===== src/shared/dmo_pkg.sv =====
// Constants, field layouts and carrier types for the display memory organizer.
// Assumes a single 25 MHz core clock and register offsets taken from the chip register base.
// Functional notes
// Up to 4 MB aperture above installed RAM.
// Aperture start and size on 128 KB.
// Memory addressed by 20-bit DWORD offset plus enables.
// Modes 640/800/1024 at 8/16, 1280 at 8.
// Pixel offset is Y concatenated with X.
// 8 BPP modes below 1280 use 1024-byte line delta.
// 16 BPP and 1280 use 2048-byte delta.
// Compressed line data fills gap after pixels.
// 1024x768 compressed buffer is linear after frame.
// VGA data lives in 256 KB region.
// Mode 13h and planar D-12 scan directly.
// Software converts text modes to 8 BPP.
// Cursor buffer 16-byte aligned, 256 bytes long.
// Cursor is 32x32 pixels of 2-bit codes.
// Two DWORDs per line, AND high, XOR low.
// Leftmost 16-pixel block in lower DWORD.
// Leftmost pixel in most significant bit.
// New cursor offset applies at next frame.
// Register block is 100h bytes at 8300h.
// Lock blocks writes to critical registers, reads allowed.
// Locked writes are dropped silently, no error.
package dmo_pkg;
	// Register offsets from the chip register base.
	localparam logic [15:0] OFS_WRITE_LOCK = 16'h8300;
	localparam logic [15:0] OFS_GENERAL_CFG = 16'h8304;
	localparam logic [15:0] OFS_TIMING_CFG = 16'h8308;
	localparam logic [15:0] OFS_OUTPUT_CFG = 16'h830C;
	localparam logic [15:0] OFS_FB_START = 16'h8310;
	localparam logic [15:0] OFS_CMP_START = 16'h8314;
	localparam logic [15:0] OFS_CURSOR_START = 16'h8318;
	// Window of the register block and its size in bytes.
	localparam logic [15:0] OFS_BLOCK_BASE = 16'h8300;
	localparam logic [15:0] BLOCK_BYTES = 16'h0100;
	// Values after reset.
	localparam logic [31:0] RST_WRITE_LOCK = 32'h00000000;
	localparam logic [31:0] RST_GENERAL_CFG = 32'h00000000;
	localparam logic [31:0] RST_OTHER = 32'h00000000;
	// Field positions inside the general configuration register.
	localparam int RES_LSB = 0;
	localparam int BPP16_BIT = 2;
	// Resolution codes.
	localparam logic [1:0] RES_640 = 2'h0;
	localparam logic [1:0] RES_800 = 2'h1;
	localparam logic [1:0] RES_1024 = 2'h2;
	localparam logic [1:0] RES_1280 = 2'h3;
	// Line deltas as DWORD shift counts: 1024 bytes and 2048 bytes.
	localparam int SHIFT_DELTA_1K = 8;
	localparam int SHIFT_DELTA_2K = 9;
	// Aperture granule of 128 KB is address bit 17; 4 MB is 32 granules.
	localparam int GRANULE_LSB = 17;
	localparam logic [5:0] MAX_GRANULES = 6'h20;
	// VGA region of 256 KB is 65536 DWORDs.
	localparam int VGA_DWORD_BITS = 16;
	// Cursor buffer alignment of 16 bytes is two DWORD offset bits.
	localparam int CURSOR_ALIGN_BITS = 2;
	// Display mode carried from the configuration register.
	typedef struct packed {
		logic bpp16;
		logic [1:0] res;
	} dmo_mode_t;
	// One graphics memory access: DWORD offset and byte enables.
	typedef struct packed {
		logic [19:0] dwOffset;
		logic [3:0] byteEn;
	} dmo_mem_t;
endpackage : dmo_pkg


===== src/logic/dmo_top.sv =====
// Display memory organizer: register block, aperture decode, frame, compression, VGA and cursor addressing.
// Assumes all requests arrive synchronous to clk from on-chip logic; the register port is the memory-mapped
// window at the chip register base, offsets given relative to that base.
`timescale 1ns/1ps
module dmo_top #(
	parameter logic [31:0] UNLOCK_KEY = 32'h00005A3C, // Arbitrary key value that opens the lock.
	parameter int CMP_LINE_SHIFT = 6 // DWORD shift of one linear compressed line (256 bytes).
) (
	input wire logic clk,
	input wire logic sys_rst,
	input wire logic regWrite,
	input wire logic regRead,
	input wire logic [15:0] regAddr,
	input wire logic [3:0] regByteEn,
	input wire logic [31:0] regWrData,
	output logic [31:0] regRdData,
	output logic regRdValid,
	input wire logic [14:0] apertureBase,
	input wire logic [5:0] apertureGranules,
	input wire logic sysReq,
	input wire logic [31:0] sysAddr,
	input wire logic [3:0] sysByteEn,
	output logic apertureHit,
	output dmo_pkg::dmo_mem_t apertureMem,
	input wire logic pixReq,
	input wire logic [10:0] pixX,
	input wire logic [10:0] pixY,
	output logic pixValid,
	output logic [19:0] pixDwOffset,
	output logic [19:0] cmpDwOffset,
	output logic modeBad,
	input wire logic [15:0] vgaDwIndex,
	input wire logic [7:0] vgaMode,
	input wire logic [19:0] vgaBase,
	output logic [19:0] vgaDwOffset,
	output logic vgaDirect,
	input wire logic frameStart,
	input wire logic [4:0] cursorLine,
	input wire logic cursorHalf,
	input wire logic [31:0] cursorLeftDw,
	input wire logic [31:0] cursorRightDw,
	input wire logic [4:0] cursorPixX,
	output logic [19:0] cursorDwOffset,
	output logic cursorAnd,
	output logic cursorXor
);

	// Register storage.
	logic [31:0] lockQ, lockD; // Lock key register.
	logic [31:0] genQ, genD; // General configuration.
	logic [31:0] timQ, timD; // Timing configuration.
	logic [31:0] outQ, outD; // Output configuration.
	logic [31:0] fbQ, fbD; // Frame buffer start.
	logic [31:0] cmpQ, cmpD; // Compression buffer start.
	logic [31:0] curQ, curD; // Cursor start as last written.
	logic [19:0] curActQ, curActD; // Cursor start in use for this frame.
	logic [31:0] rdQ, rdD; // Read data.
	logic rdValQ, rdValD; // Read answer strobe.
	logic unlocked; // Lock open.
	logic inBlock; // Address inside the register block.
	dmo_pkg::dmo_mode_t mode; // Current display mode.

	// Byte-enable merge of a write onto a stored word.
	function automatic logic [31:0] mergeBytes(input logic [31:0] old, input logic [31:0] wd,
			input logic [3:0] be);
		logic [31:0] r;
		r = old;
		for (int i = 0; i < 4; i++) begin
			if (be[i]) begin
				r[i*8 +: 8] = wd[i*8 +: 8];
			end
		end
		return r;
	endfunction : mergeBytes

	assign mode = '{bpp16: genQ[dmo_pkg::BPP16_BIT], res: genQ[dmo_pkg::RES_LSB +: 2]};
	// lock state
	assign unlocked = (lockQ == UNLOCK_KEY);
	// block window
	assign inBlock = (regAddr >= dmo_pkg::OFS_BLOCK_BASE) &&
		(regAddr < dmo_pkg::OFS_BLOCK_BASE + dmo_pkg::BLOCK_BYTES);

	// Register writes, reads and the cursor start latch.
	always_comb begin
		lockD = lockQ;
		genD = genQ;
		timD = timQ;
		outD = outQ;
		fbD = fbQ;
		cmpD = cmpQ;
		curD = curQ;
		curActD = curActQ;
		rdD = rdQ;
		rdValD = 1'b0;
		// protected writes
		// silent discard
		if (regWrite && regAddr == dmo_pkg::OFS_WRITE_LOCK) begin
			// The lock register itself is always writable, or software could never open it.
			lockD = mergeBytes(lockQ, regWrData, regByteEn);
		end else if (regWrite && unlocked) begin
			if (regAddr == dmo_pkg::OFS_GENERAL_CFG) begin
				genD = mergeBytes(genQ, regWrData, regByteEn);
			end else if (regAddr == dmo_pkg::OFS_TIMING_CFG) begin
				timD = mergeBytes(timQ, regWrData, regByteEn);
			end else if (regAddr == dmo_pkg::OFS_OUTPUT_CFG) begin
				outD = mergeBytes(outQ, regWrData, regByteEn);
			end else if (regAddr == dmo_pkg::OFS_FB_START) begin
				fbD = mergeBytes(fbQ, regWrData, regByteEn);
			end else if (regAddr == dmo_pkg::OFS_CMP_START) begin
				cmpD = mergeBytes(cmpQ, regWrData, regByteEn);
			end else if (regAddr == dmo_pkg::OFS_CURSOR_START) begin
				curD = mergeBytes(curQ, regWrData, regByteEn);
			end
		end
		// next frame
		if (frameStart) begin
			// Low offset bits are forced to zero, keeping the 16-byte alignment software promised.
			curActD = {curQ[21:4], 2'h0};
		end
		// R20 reads always allowed
		if (regRead && inBlock) begin
			rdValD = 1'b1;
			if (regAddr == dmo_pkg::OFS_WRITE_LOCK) begin
				rdD = lockQ;
			end else if (regAddr == dmo_pkg::OFS_GENERAL_CFG) begin
				rdD = genQ;
			end else if (regAddr == dmo_pkg::OFS_TIMING_CFG) begin
				rdD = timQ;
			end else if (regAddr == dmo_pkg::OFS_OUTPUT_CFG) begin
				rdD = outQ;
			end else if (regAddr == dmo_pkg::OFS_FB_START) begin
				rdD = fbQ;
			end else if (regAddr == dmo_pkg::OFS_CMP_START) begin
				rdD = cmpQ;
			end else if (regAddr == dmo_pkg::OFS_CURSOR_START) begin
				rdD = curQ;
			end else begin
				// Unused locations inside the block read as zero.
				rdD = 32'h00000000;
			end
		end
	end

	// Register state flip-flops.
	always_ff @(posedge clk) begin
		if (sys_rst) begin
			lockQ <= dmo_pkg::RST_WRITE_LOCK;
			genQ <= dmo_pkg::RST_GENERAL_CFG;
			timQ <= dmo_pkg::RST_OTHER;
			outQ <= dmo_pkg::RST_OTHER;
			fbQ <= dmo_pkg::RST_OTHER;
			cmpQ <= dmo_pkg::RST_OTHER;
			curQ <= dmo_pkg::RST_OTHER;
			curActQ <= 20'h00000;
			rdQ <= dmo_pkg::RST_OTHER;
			rdValQ <= 1'b0;
		end else begin
			lockQ <= lockD;
			genQ <= genD;
			timQ <= timD;
			outQ <= outD;
			fbQ <= fbD;
			cmpQ <= cmpD;
			curQ <= curD;
			curActQ <= curActD;
			rdQ <= rdD;
			rdValQ <= rdValD;
		end
	end
	assign regRdData = rdQ;
	assign regRdValid = rdValQ;

	// Address pipeline registers.
	logic hitQ, hitD;
	dmo_pkg::dmo_mem_t apMemQ, apMemD;
	logic pixValQ, pixValD;
	logic [19:0] pixOffQ, pixOffD, cmpOffQ, cmpOffD, vgaOffQ, vgaOffD, curOffQ, curOffD;
	logic badQ, badD, vgaDirQ, vgaDirD, andQ, andD, xorQ, xorD;
	// Combinational helpers.
	logic [31:0] apLimit; // First byte above the aperture.
	logic [31:0] apRel; // Byte offset into the aperture.
	logic wide; // Line delta is 2048 bytes.
	logic [19:0] lineOff; // Y part of the DWORD offset.
	logic [19:0] xDw; // X part of the DWORD offset.
	logic [19:0] lineDw; // Pixel bytes per line in DWORDs.
	logic [31:0] curDw; // Cursor DWORD holding the pixel.
	logic [3:0] bitIdx; // Bit of the pixel inside a halfword.

	// Aperture decode, frame, compression, VGA and cursor addressing.
	always_comb begin
		// aperture limit
		// granule window
		apLimit = {apertureBase, 17'h00000} +
			{9'h000, ((apertureGranules > dmo_pkg::MAX_GRANULES) ? dmo_pkg::MAX_GRANULES : apertureGranules),
			17'h00000};
		apRel = sysAddr - {apertureBase, 17'h00000};
		hitD = sysReq && (sysAddr >= {apertureBase, 17'h00000}) && (sysAddr < apLimit);
		// dword offset
		apMemD = apMemQ;
		if (sysReq) begin
			apMemD = '{dwOffset: apRel[21:2], byteEn: sysByteEn};
		end
		// short delta
		// long delta
		wide = mode.bpp16 || (mode.res == dmo_pkg::RES_1280);
		// concatenated address
		lineOff = wide ? {pixY[10:0], 9'h000} : {1'b0, pixY[10:0], 8'h00};
		xDw = mode.bpp16 ? {10'h000, pixX[10:1]} : {11'h000, pixX[10:2]};
		case (mode.res)
			dmo_pkg::RES_640: lineDw = mode.bpp16 ? 20'h00140 : 20'h000A0;
			dmo_pkg::RES_800: lineDw = mode.bpp16 ? 20'h00190 : 20'h000C8;
			dmo_pkg::RES_1024: lineDw = mode.bpp16 ? 20'h00200 : 20'h00100;
			default: lineDw = 20'h00140;
		endcase
		pixValD = pixReq;
		pixOffD = pixOffQ;
		cmpOffD = cmpOffQ;
		if (pixReq) begin
			pixOffD = fbQ[21:2] + (lineOff | xDw);
			// linear compression
			// gap after line
			if (mode.res == dmo_pkg::RES_1024) begin
				cmpOffD = cmpQ[21:2] + 20'((32'(pixY) << CMP_LINE_SHIFT));
			end else begin
				cmpOffD = fbQ[21:2] + lineOff + lineDw;
			end
		end
		// unsupported mode
		badD = mode.bpp16 && (mode.res == dmo_pkg::RES_1280);
		// vga region
		vgaOffD = vgaBase + {4'h0, vgaDwIndex[dmo_pkg::VGA_DWORD_BITS-1:0]};
		// direct scan
		// text needs conversion
		case (vgaMode)
			8'h13, 8'h0D, 8'h0E, 8'h0F, 8'h10, 8'h11, 8'h12: vgaDirD = 1'b1;
			default: vgaDirD = 1'b0;
		endcase
		// linear cursor
		// two dwords
		curOffD = curActQ + {14'h0000, cursorLine, cursorHalf};
		// left block low
		curDw = cursorPixX[4] ? cursorRightDw : cursorLeftDw;
		// left pixel msb
		bitIdx = 4'hF - cursorPixX[3:0];
		// R14 and/xor code
		andD = curDw[16 + 32'(bitIdx)];
		xorD = curDw[bitIdx];
	end

	// Address pipeline flip-flops.
	always_ff @(posedge clk) begin
		if (sys_rst) begin
			hitQ <= 1'b0;
			apMemQ <= '0;
			pixValQ <= 1'b0;
			pixOffQ <= 20'h00000;
			cmpOffQ <= 20'h00000;
			badQ <= 1'b0;
			vgaOffQ <= 20'h00000;
			vgaDirQ <= 1'b0;
			curOffQ <= 20'h00000;
			andQ <= 1'b0;
			xorQ <= 1'b0;
		end else begin
			hitQ <= hitD;
			apMemQ <= apMemD;
			pixValQ <= pixValD;
			pixOffQ <= pixOffD;
			cmpOffQ <= cmpOffD;
			badQ <= badD;
			vgaOffQ <= vgaOffD;
			vgaDirQ <= vgaDirD;
			curOffQ <= curOffD;
			andQ <= andD;
			xorQ <= xorD;
		end
	end
	assign apertureHit = hitQ;
	assign apertureMem = apMemQ;
	assign pixValid = pixValQ;
	assign pixDwOffset = pixOffQ;
	assign cmpDwOffset = cmpOffQ;
	assign modeBad = badQ;
	assign vgaDwOffset = vgaOffQ;
	assign vgaDirect = vgaDirQ;
	assign cursorDwOffset = curOffQ;
	assign cursorAnd = andQ;
	assign cursorXor = xorQ;
endmodule : dmo_top


===== config.mk =====
export PLATFORM = sky130hd
export DESIGN_NAME = dmo_top
export DESIGN_NICKNAME = d
export VERILOG_FILES = /design/src/shared/dmo_pkg.sv /design/src/logic/dmo_top.sv
export SDC_FILE = /design/constraint.sdc
export NUM_CORES = 1
export LEC_CHECK = 0
export BUFFER_PORTS_ARGS = -buffer_cell sky130_fd_sc_hd__buf_2
export CORE_ASPECT_RATIO = 0.75
export CORE_MARGIN = 5
export CORE_UTILIZATION = 41
export CTS_CLUSTER_SIZE = 14
export DETAILED_ROUTE_END_ITERATION = 8
export HOLD_SLACK_MARGIN = 0.12
export PLACE_DENSITY = 0.67
export SLEW_MARGIN = 20
export SYNTH_ARGS = -nofsm -noshare
export SYNTH_HDL_FRONTEND = slang
export SYNTH_SLANG_ARGS = --single-unit

===== constraint.sdc =====
create_clock -name clk -period 5.14 [get_ports clk]
set_input_delay 0.514 -clock clk [delete_from_list [all_inputs] [get_ports clk]]
set_output_delay 0.514 -clock clk [all_outputs]
set_load 0.01 [all_outputs]

== Word-level counts from Yosys, hierarchy flattened ==
Index checks and enable logic that the tools add are counted.

* Register bits: 385
* Input port bits: 257

* $add $sub $neg: 10
* $lt $le $gt $ge: 7
* Equality and inequality tests: 18
* Multiplexer cells: 22
* Bitwise gates (word level): 7
* Reductions and logical operators: 38

{| class="wikitable"
|+ Operator list
! cell !! count
|-
| $mux 32 || 8
|-
| $eq 16x16->1 const B || 7
|-
| $add 20x20->20 || 3
|-
| $mux 20 || 2
|-
| $reduce_and 9->1 || 4
|-
| $add 32x23->32 || 1
|-
| $eq 32x15->1 const B || 1
|-
| $eq 8x5->1 const B || 4
|-
| $ge 32x32->1 || 1
|-
| $lt 32x32->1 || 1
|-
| $reduce_and 8->1 || 4
|-
| $pmux 10 s3 || 1
|-
| $reduce_and 7->1 || 4
|-
| $eq 8x4->1 const B || 3
|-
| $reduce_and 6->1 || 4
|-
| $sub 22x22->22 || 1
|-
| $add 20x16->20 || 1
|-
| $add 20x17->20 || 1
|-
| $add 20x6->20 || 1
|-
| $mux 10 || 2
|-
| $or 20x10->20 || 1
|-
| $reduce_and 5->1 || 4
|-
| $mux 9 || 2
|-
| $ge 16x16->1 const B || 1
|-
| 19 further kinds || 40
|}

== Logic depth before layout (Yosys ltp) ==
* Depth after elaboration: 8
* Mapped depth: 16
* Gate-level depth less buffers: 16

== Worst setup path before layout ==
OpenSTA, ideal clock, no wires.

* Path type: reg2reg
* Start point: register genQ[0]
* End point: register cmpOffQ[18] (netlist: cmpDwOffset[18])
* Arrival time: 3.862 ns
* Slack: 1.155 ns
* Stages on the path, launching flop included: 14
* Clock period less this slack: 3.985 ns
* Cell sequence: dfxtp_1 -> a21oi_1 -> clkbuf_1 -> mux2i_1 -> fa_1 -> inv_1 -> ha_1 -> and3_1 -> a2111oi_0 -> a2111o_1 -> or3b_1 -> and3_1 -> o21bai_1 -> nand3_1

* Longest elaborated chain between the ends: 6
* Elaborated cells on any way between the ends: 10
* Classes of those cells: 2 x add/sub; 3 x eq/ne; 3 x mux; 2 x reduce/logical

{| class="wikitable"
|+ Ends and longest elaborated chain
! item !! RTL line !! source
|-
| start, declared || dmo_top.sv:50 || <nowiki>logic [31:0] genQ, genD;</nowiki>
|-
| start signal, assigned || dmo_top.sv:148 || <nowiki>genQ <= dmo_pkg::RST_GENERAL_CFG;</nowiki>
|-
| start signal, assigned || dmo_top.sv:159 || <nowiki>genQ <= genD;</nowiki>
|-
| $eq 2x2->1 || dmo_top.sv:205 || <nowiki>wide = mode.bpp16 || (mode.res == dmo_pkg::RES_1280);</nowiki>
|-
| $logic_or 1x1->1 || dmo_top.sv:205 ||
|-
| $mux 20 || dmo_top.sv:207 || <nowiki>lineOff = wide ? {pixY[10:0], 9'h000} : {1'b0, pixY[10:0], 8'h00};</nowiki>
|-
| $add 20x20->20 (2 in a row) || dmo_top.sv:225 || <nowiki>cmpOffD = fbQ[21:2] + lineOff + lineDw;</nowiki>
|-
| $mux 20 (*) || dmo_top.sv:222 || <nowiki>if (mode.res == dmo_pkg::RES_1024) begin</nowiki>
|-
| end signal, assigned || dmo_top.sv:269 || <nowiki>cmpOffQ <= cmpOffD;</nowiki>
|-
| end, declared || dmo_top.sv:177 || <nowiki>logic [19:0] pixOffQ, pixOffD, cmpOffQ, cmpOffD, vgaOffQ, vgaOffD, curOffQ, curOffD;</nowiki>
|}

Every way passes the cells marked *; elsewhere a longest branch is shown, timed or not.
A chain may end at the register's enable or synchronous reset.

== Worst setup path in the final report ==
* Start point: register genQ[1]
* End point: register cmpOffQ[18] (netlist: cmpDwOffset[18])

Same word-level chain as after synthesis.

==> flow_metrics.tcl <==
set metrics [dict create \
    area_delta_synth_final_pct 19.6 \
    hpwl_um 47900 \
    power.switching_w 0.00172 \
    ys_seq_area_frac 0.379 \
    drt_iter0_markers 1463 \
    slew_headroom 0.262 \
    status "finished, final reports clean" \
    cts.repair.resized 0 \
    met2_usage 0.373 \
    synth_top_cell_by_area "dfxtp_1" \
    nNetsFinal 3031 \
    cp-start-kind "register" \
    fmax_mhz 238 \
    total_power_w 0.00701 \
    internal_power_w 0.00529 \
    comb_power_share 0.101 \
    start_util 0.416 \
    crit_type "register to register" \
    pwr-share-seq 0.437 \
    ys_types 78 \
    hp-class "primary input to register" \
    synth_cells 2320 \
    worst_slew_pin_slew_ps 1090 \
    final.period_utilization 0.817 \
    port-buffer-count 398 \
    clkSlewWorstSetupHoldPaths_ps 60 \
    n_fill_cell 4608 \
    synth.ff_latch_count 385 \
    cts.sinks 385 \
    use_met1 0.295 \
    grt_max_degree 228 \
    die_h_um 203 \
    die_x_um 267 \
    syn_area_per_cell_um2 8.76 \
    clock-root-buffer "clkbuf_16" \
    grt_pass1_vias 18000 \
    netlist_area_um2 20300 \
    finalHoldViolations 0 \
    cts_tree "yes" \
    drv_cap 0 \
    via_count 18700 \
    instances_no_fill 3334 \
    synth_edf_count 0 \
    swShare 0.246 \
    synth_top_area_share 0.379 \
    setup_viol 0 \
    htreeDepth 2 \
    yosysWarnings 0 \
    viasPerCell 5.62 \
    synth.most_common_cell "dfxtp_1" \
    place_ws_ps 1000 \
    drive_gt1_frac 0.202 \
    synthFlopType "dfxtp_1" \
    setup-tns-final_ps 0 \
    io_pins 400 \
    postCtsSetupRepairBufs 0 \
    wl_um 64100 \
    grt_pass1_wl_um 98900 \
    finalMaxSlewViolations 0 \
    postRouteAntennaNets 0 \
    grt_antenna_before_repair 11 \
    critPathMaxFanout 17 \
    drc 0 \
    synth.top_cells.by_area "dfxtp_1 (38%), mux2i_1 (11%), ha_1 (6.5%), nand2_1 (5.3%), nor2_1 (5.3%)" \
    power_density_nw_per_um2 288 \
    clk_latency_ps 600 \
    crit_path_end_kind "register" \
    p_clk_frac 0.462 \
    groute.usage.overall 0.224 \
    core_um2 48900 \
    busiest_layer "met2" \
    finalCoreUtilization 0.497 \
    syn_nets 2699 \
    ctsHoldBuffers 0 \
    synth_common_cells "dfxtp_1 (385), nand2_1 (289), nor2_1 (286)" \
    tritoncts.num_buffers 40 \
    rows 70 \
    leakage_nw 11.3 \
    grt_overflow 0 \
    max-vdd-ir-drop_v 0.000210 \
    routedWlPerCell_um 19.2 \
    drt_first_pass_iters 6 \
    finalCriticalPeriod_ps 4200 \
    dp.cells 3258 \
    use_met3 0.0429 \
    clk_path_buf_depth 3 \
    dieArea_um2 54200 \
    cp_data_required_time_ps 5600 \
    fin_skew_ps 37.7 \
    critPathArrivalTime_ps 4660 \
    gp_congestion 0.876 \
    fin_ws_ps 940 \
    rsz0062_at_grt "false" \
    synthArstFlopShare 0 \
]
## critical path, stage by stage (launching register included)
cell       delay [ps]
dfxtp_1           610
nor2b_1           190
buf_4             250
nand2_1           140
o21a_1            140
fa_1              430
ha_1              370
and3_1            180
a2111oi_0         590
buf_4             250
a2111o_1          160
or3b_1            390
and3_1            180
o21bai_1          130
nand3_1            70
## placed cells by master (no fill, tap or decap), types with 8 or more instances in the layout
cell type	n
xnor2_1	49
and3_1	17
mux2i_1	217
a21o_1	17
a311oi_1	9
nand3_1	53
o21a_1	11
a211oi_1	16
nor3_1	30
nor2_1	286
inv_1	79
a221oi_1	34
o21ai_0	43
nor4_1	14
nor2b_1	27
fa_1	17
or3_1	8
xor2_1	21
and2_1	18
nand2_1	289
ha_1	105
mux2_2	17
a31oi_1	9
nand2b_1	19
buf_2	397
buf_4	17
clkinv_2	8
mux4_2	20
a22oi_1	28
o21bai_1	8
dfxtp_1	385
clkbuf_8	9
o221ai_1	29
o211ai_1	10
a21oi_1	206
clkbuf_16	40
## cell families after synthesis
kind of cell	count (synthesis)	share of synthesized area
xor gates and xnor gates	71	0.0313
adders and majority gates	122	0.0814
DFF	385	0.379
buffers and inverters	206	0.0390
AOI/OAI and AO/OA	466	0.148
muxes	254	0.138
and+or+nand+nor	816	0.183
## stage by stage
step	area [um2]	hold slack [ps]
after global placement	22800	438
after CTS	24300	129
after global routing	24300	148
after floorplan	20300	431
after detailed placement	22800	446
final	24300	158
## cell type report
type,instances,area (um2),share of cell area
Multi-Input combinational cell,1729,11800,0.487
Inverter,79,297,0.0122
Tap cell,648,811,0.0334
Sequential cell,385,7710,0.317
Timing Repair Buffer,417,2170,0.0892
Clock buffer,52,1140,0.0467
Antenna cell,3,7.51,0.000309
Clock inverter,21,344,0.0142
## power by group through the flow
stage / combinational (W) / sequential, W / clock [W]
6_report: 0.000708 / 0.00306 / 0.00324
5_1_grt: 0.000778 / 0.00307 / 0.00344
4_1_cts: 0.000710 / 0.00306 / 0.00331
3_5_place_dp: 0.000705 / 0.00313 / 0
3_3_place_gp: 0.000686 / 0.00313 / 0
2_1_floorplan: 0.000385 / 0.00315 / 0
## path summary, 6_finish.rpt
path | start | endpoint | slack, ps | cells after the start
setup / recovery | genQ[1] | cmpDwOffset[18] | 940 | 14
hold reg to reg | pixDwOffset[18] | pixDwOffset[18] | 450 | 2
hold / removal | vgaMode[6] | vgaDirect | 160 | 3
setup reg to reg | genQ[1] | cmpDwOffset[18] | 940 | 14
## flip-flops by register name (all words and copies together), names as in the netlist, 24 cells and up
register	flops
apertureMem	24
fbQ	32
regRdData	32
outQ	32
lockQ	32
curQ	32
timQ	32
cmpQ	32
genQ	32
## metal layers
metal / routed length, um / part of all wire / vias to the layer above
li1: - / - / 8919
met1: 27500 / 0.43 / 9019
met2: 30400 / 0.47 / 634
met3: 4160 / 0.065 / 133
met4: 1830 / 0.029 / 16
met5: 133 / 0.0021 / -
Note: power is estimated with default switching activity, not from simulation.
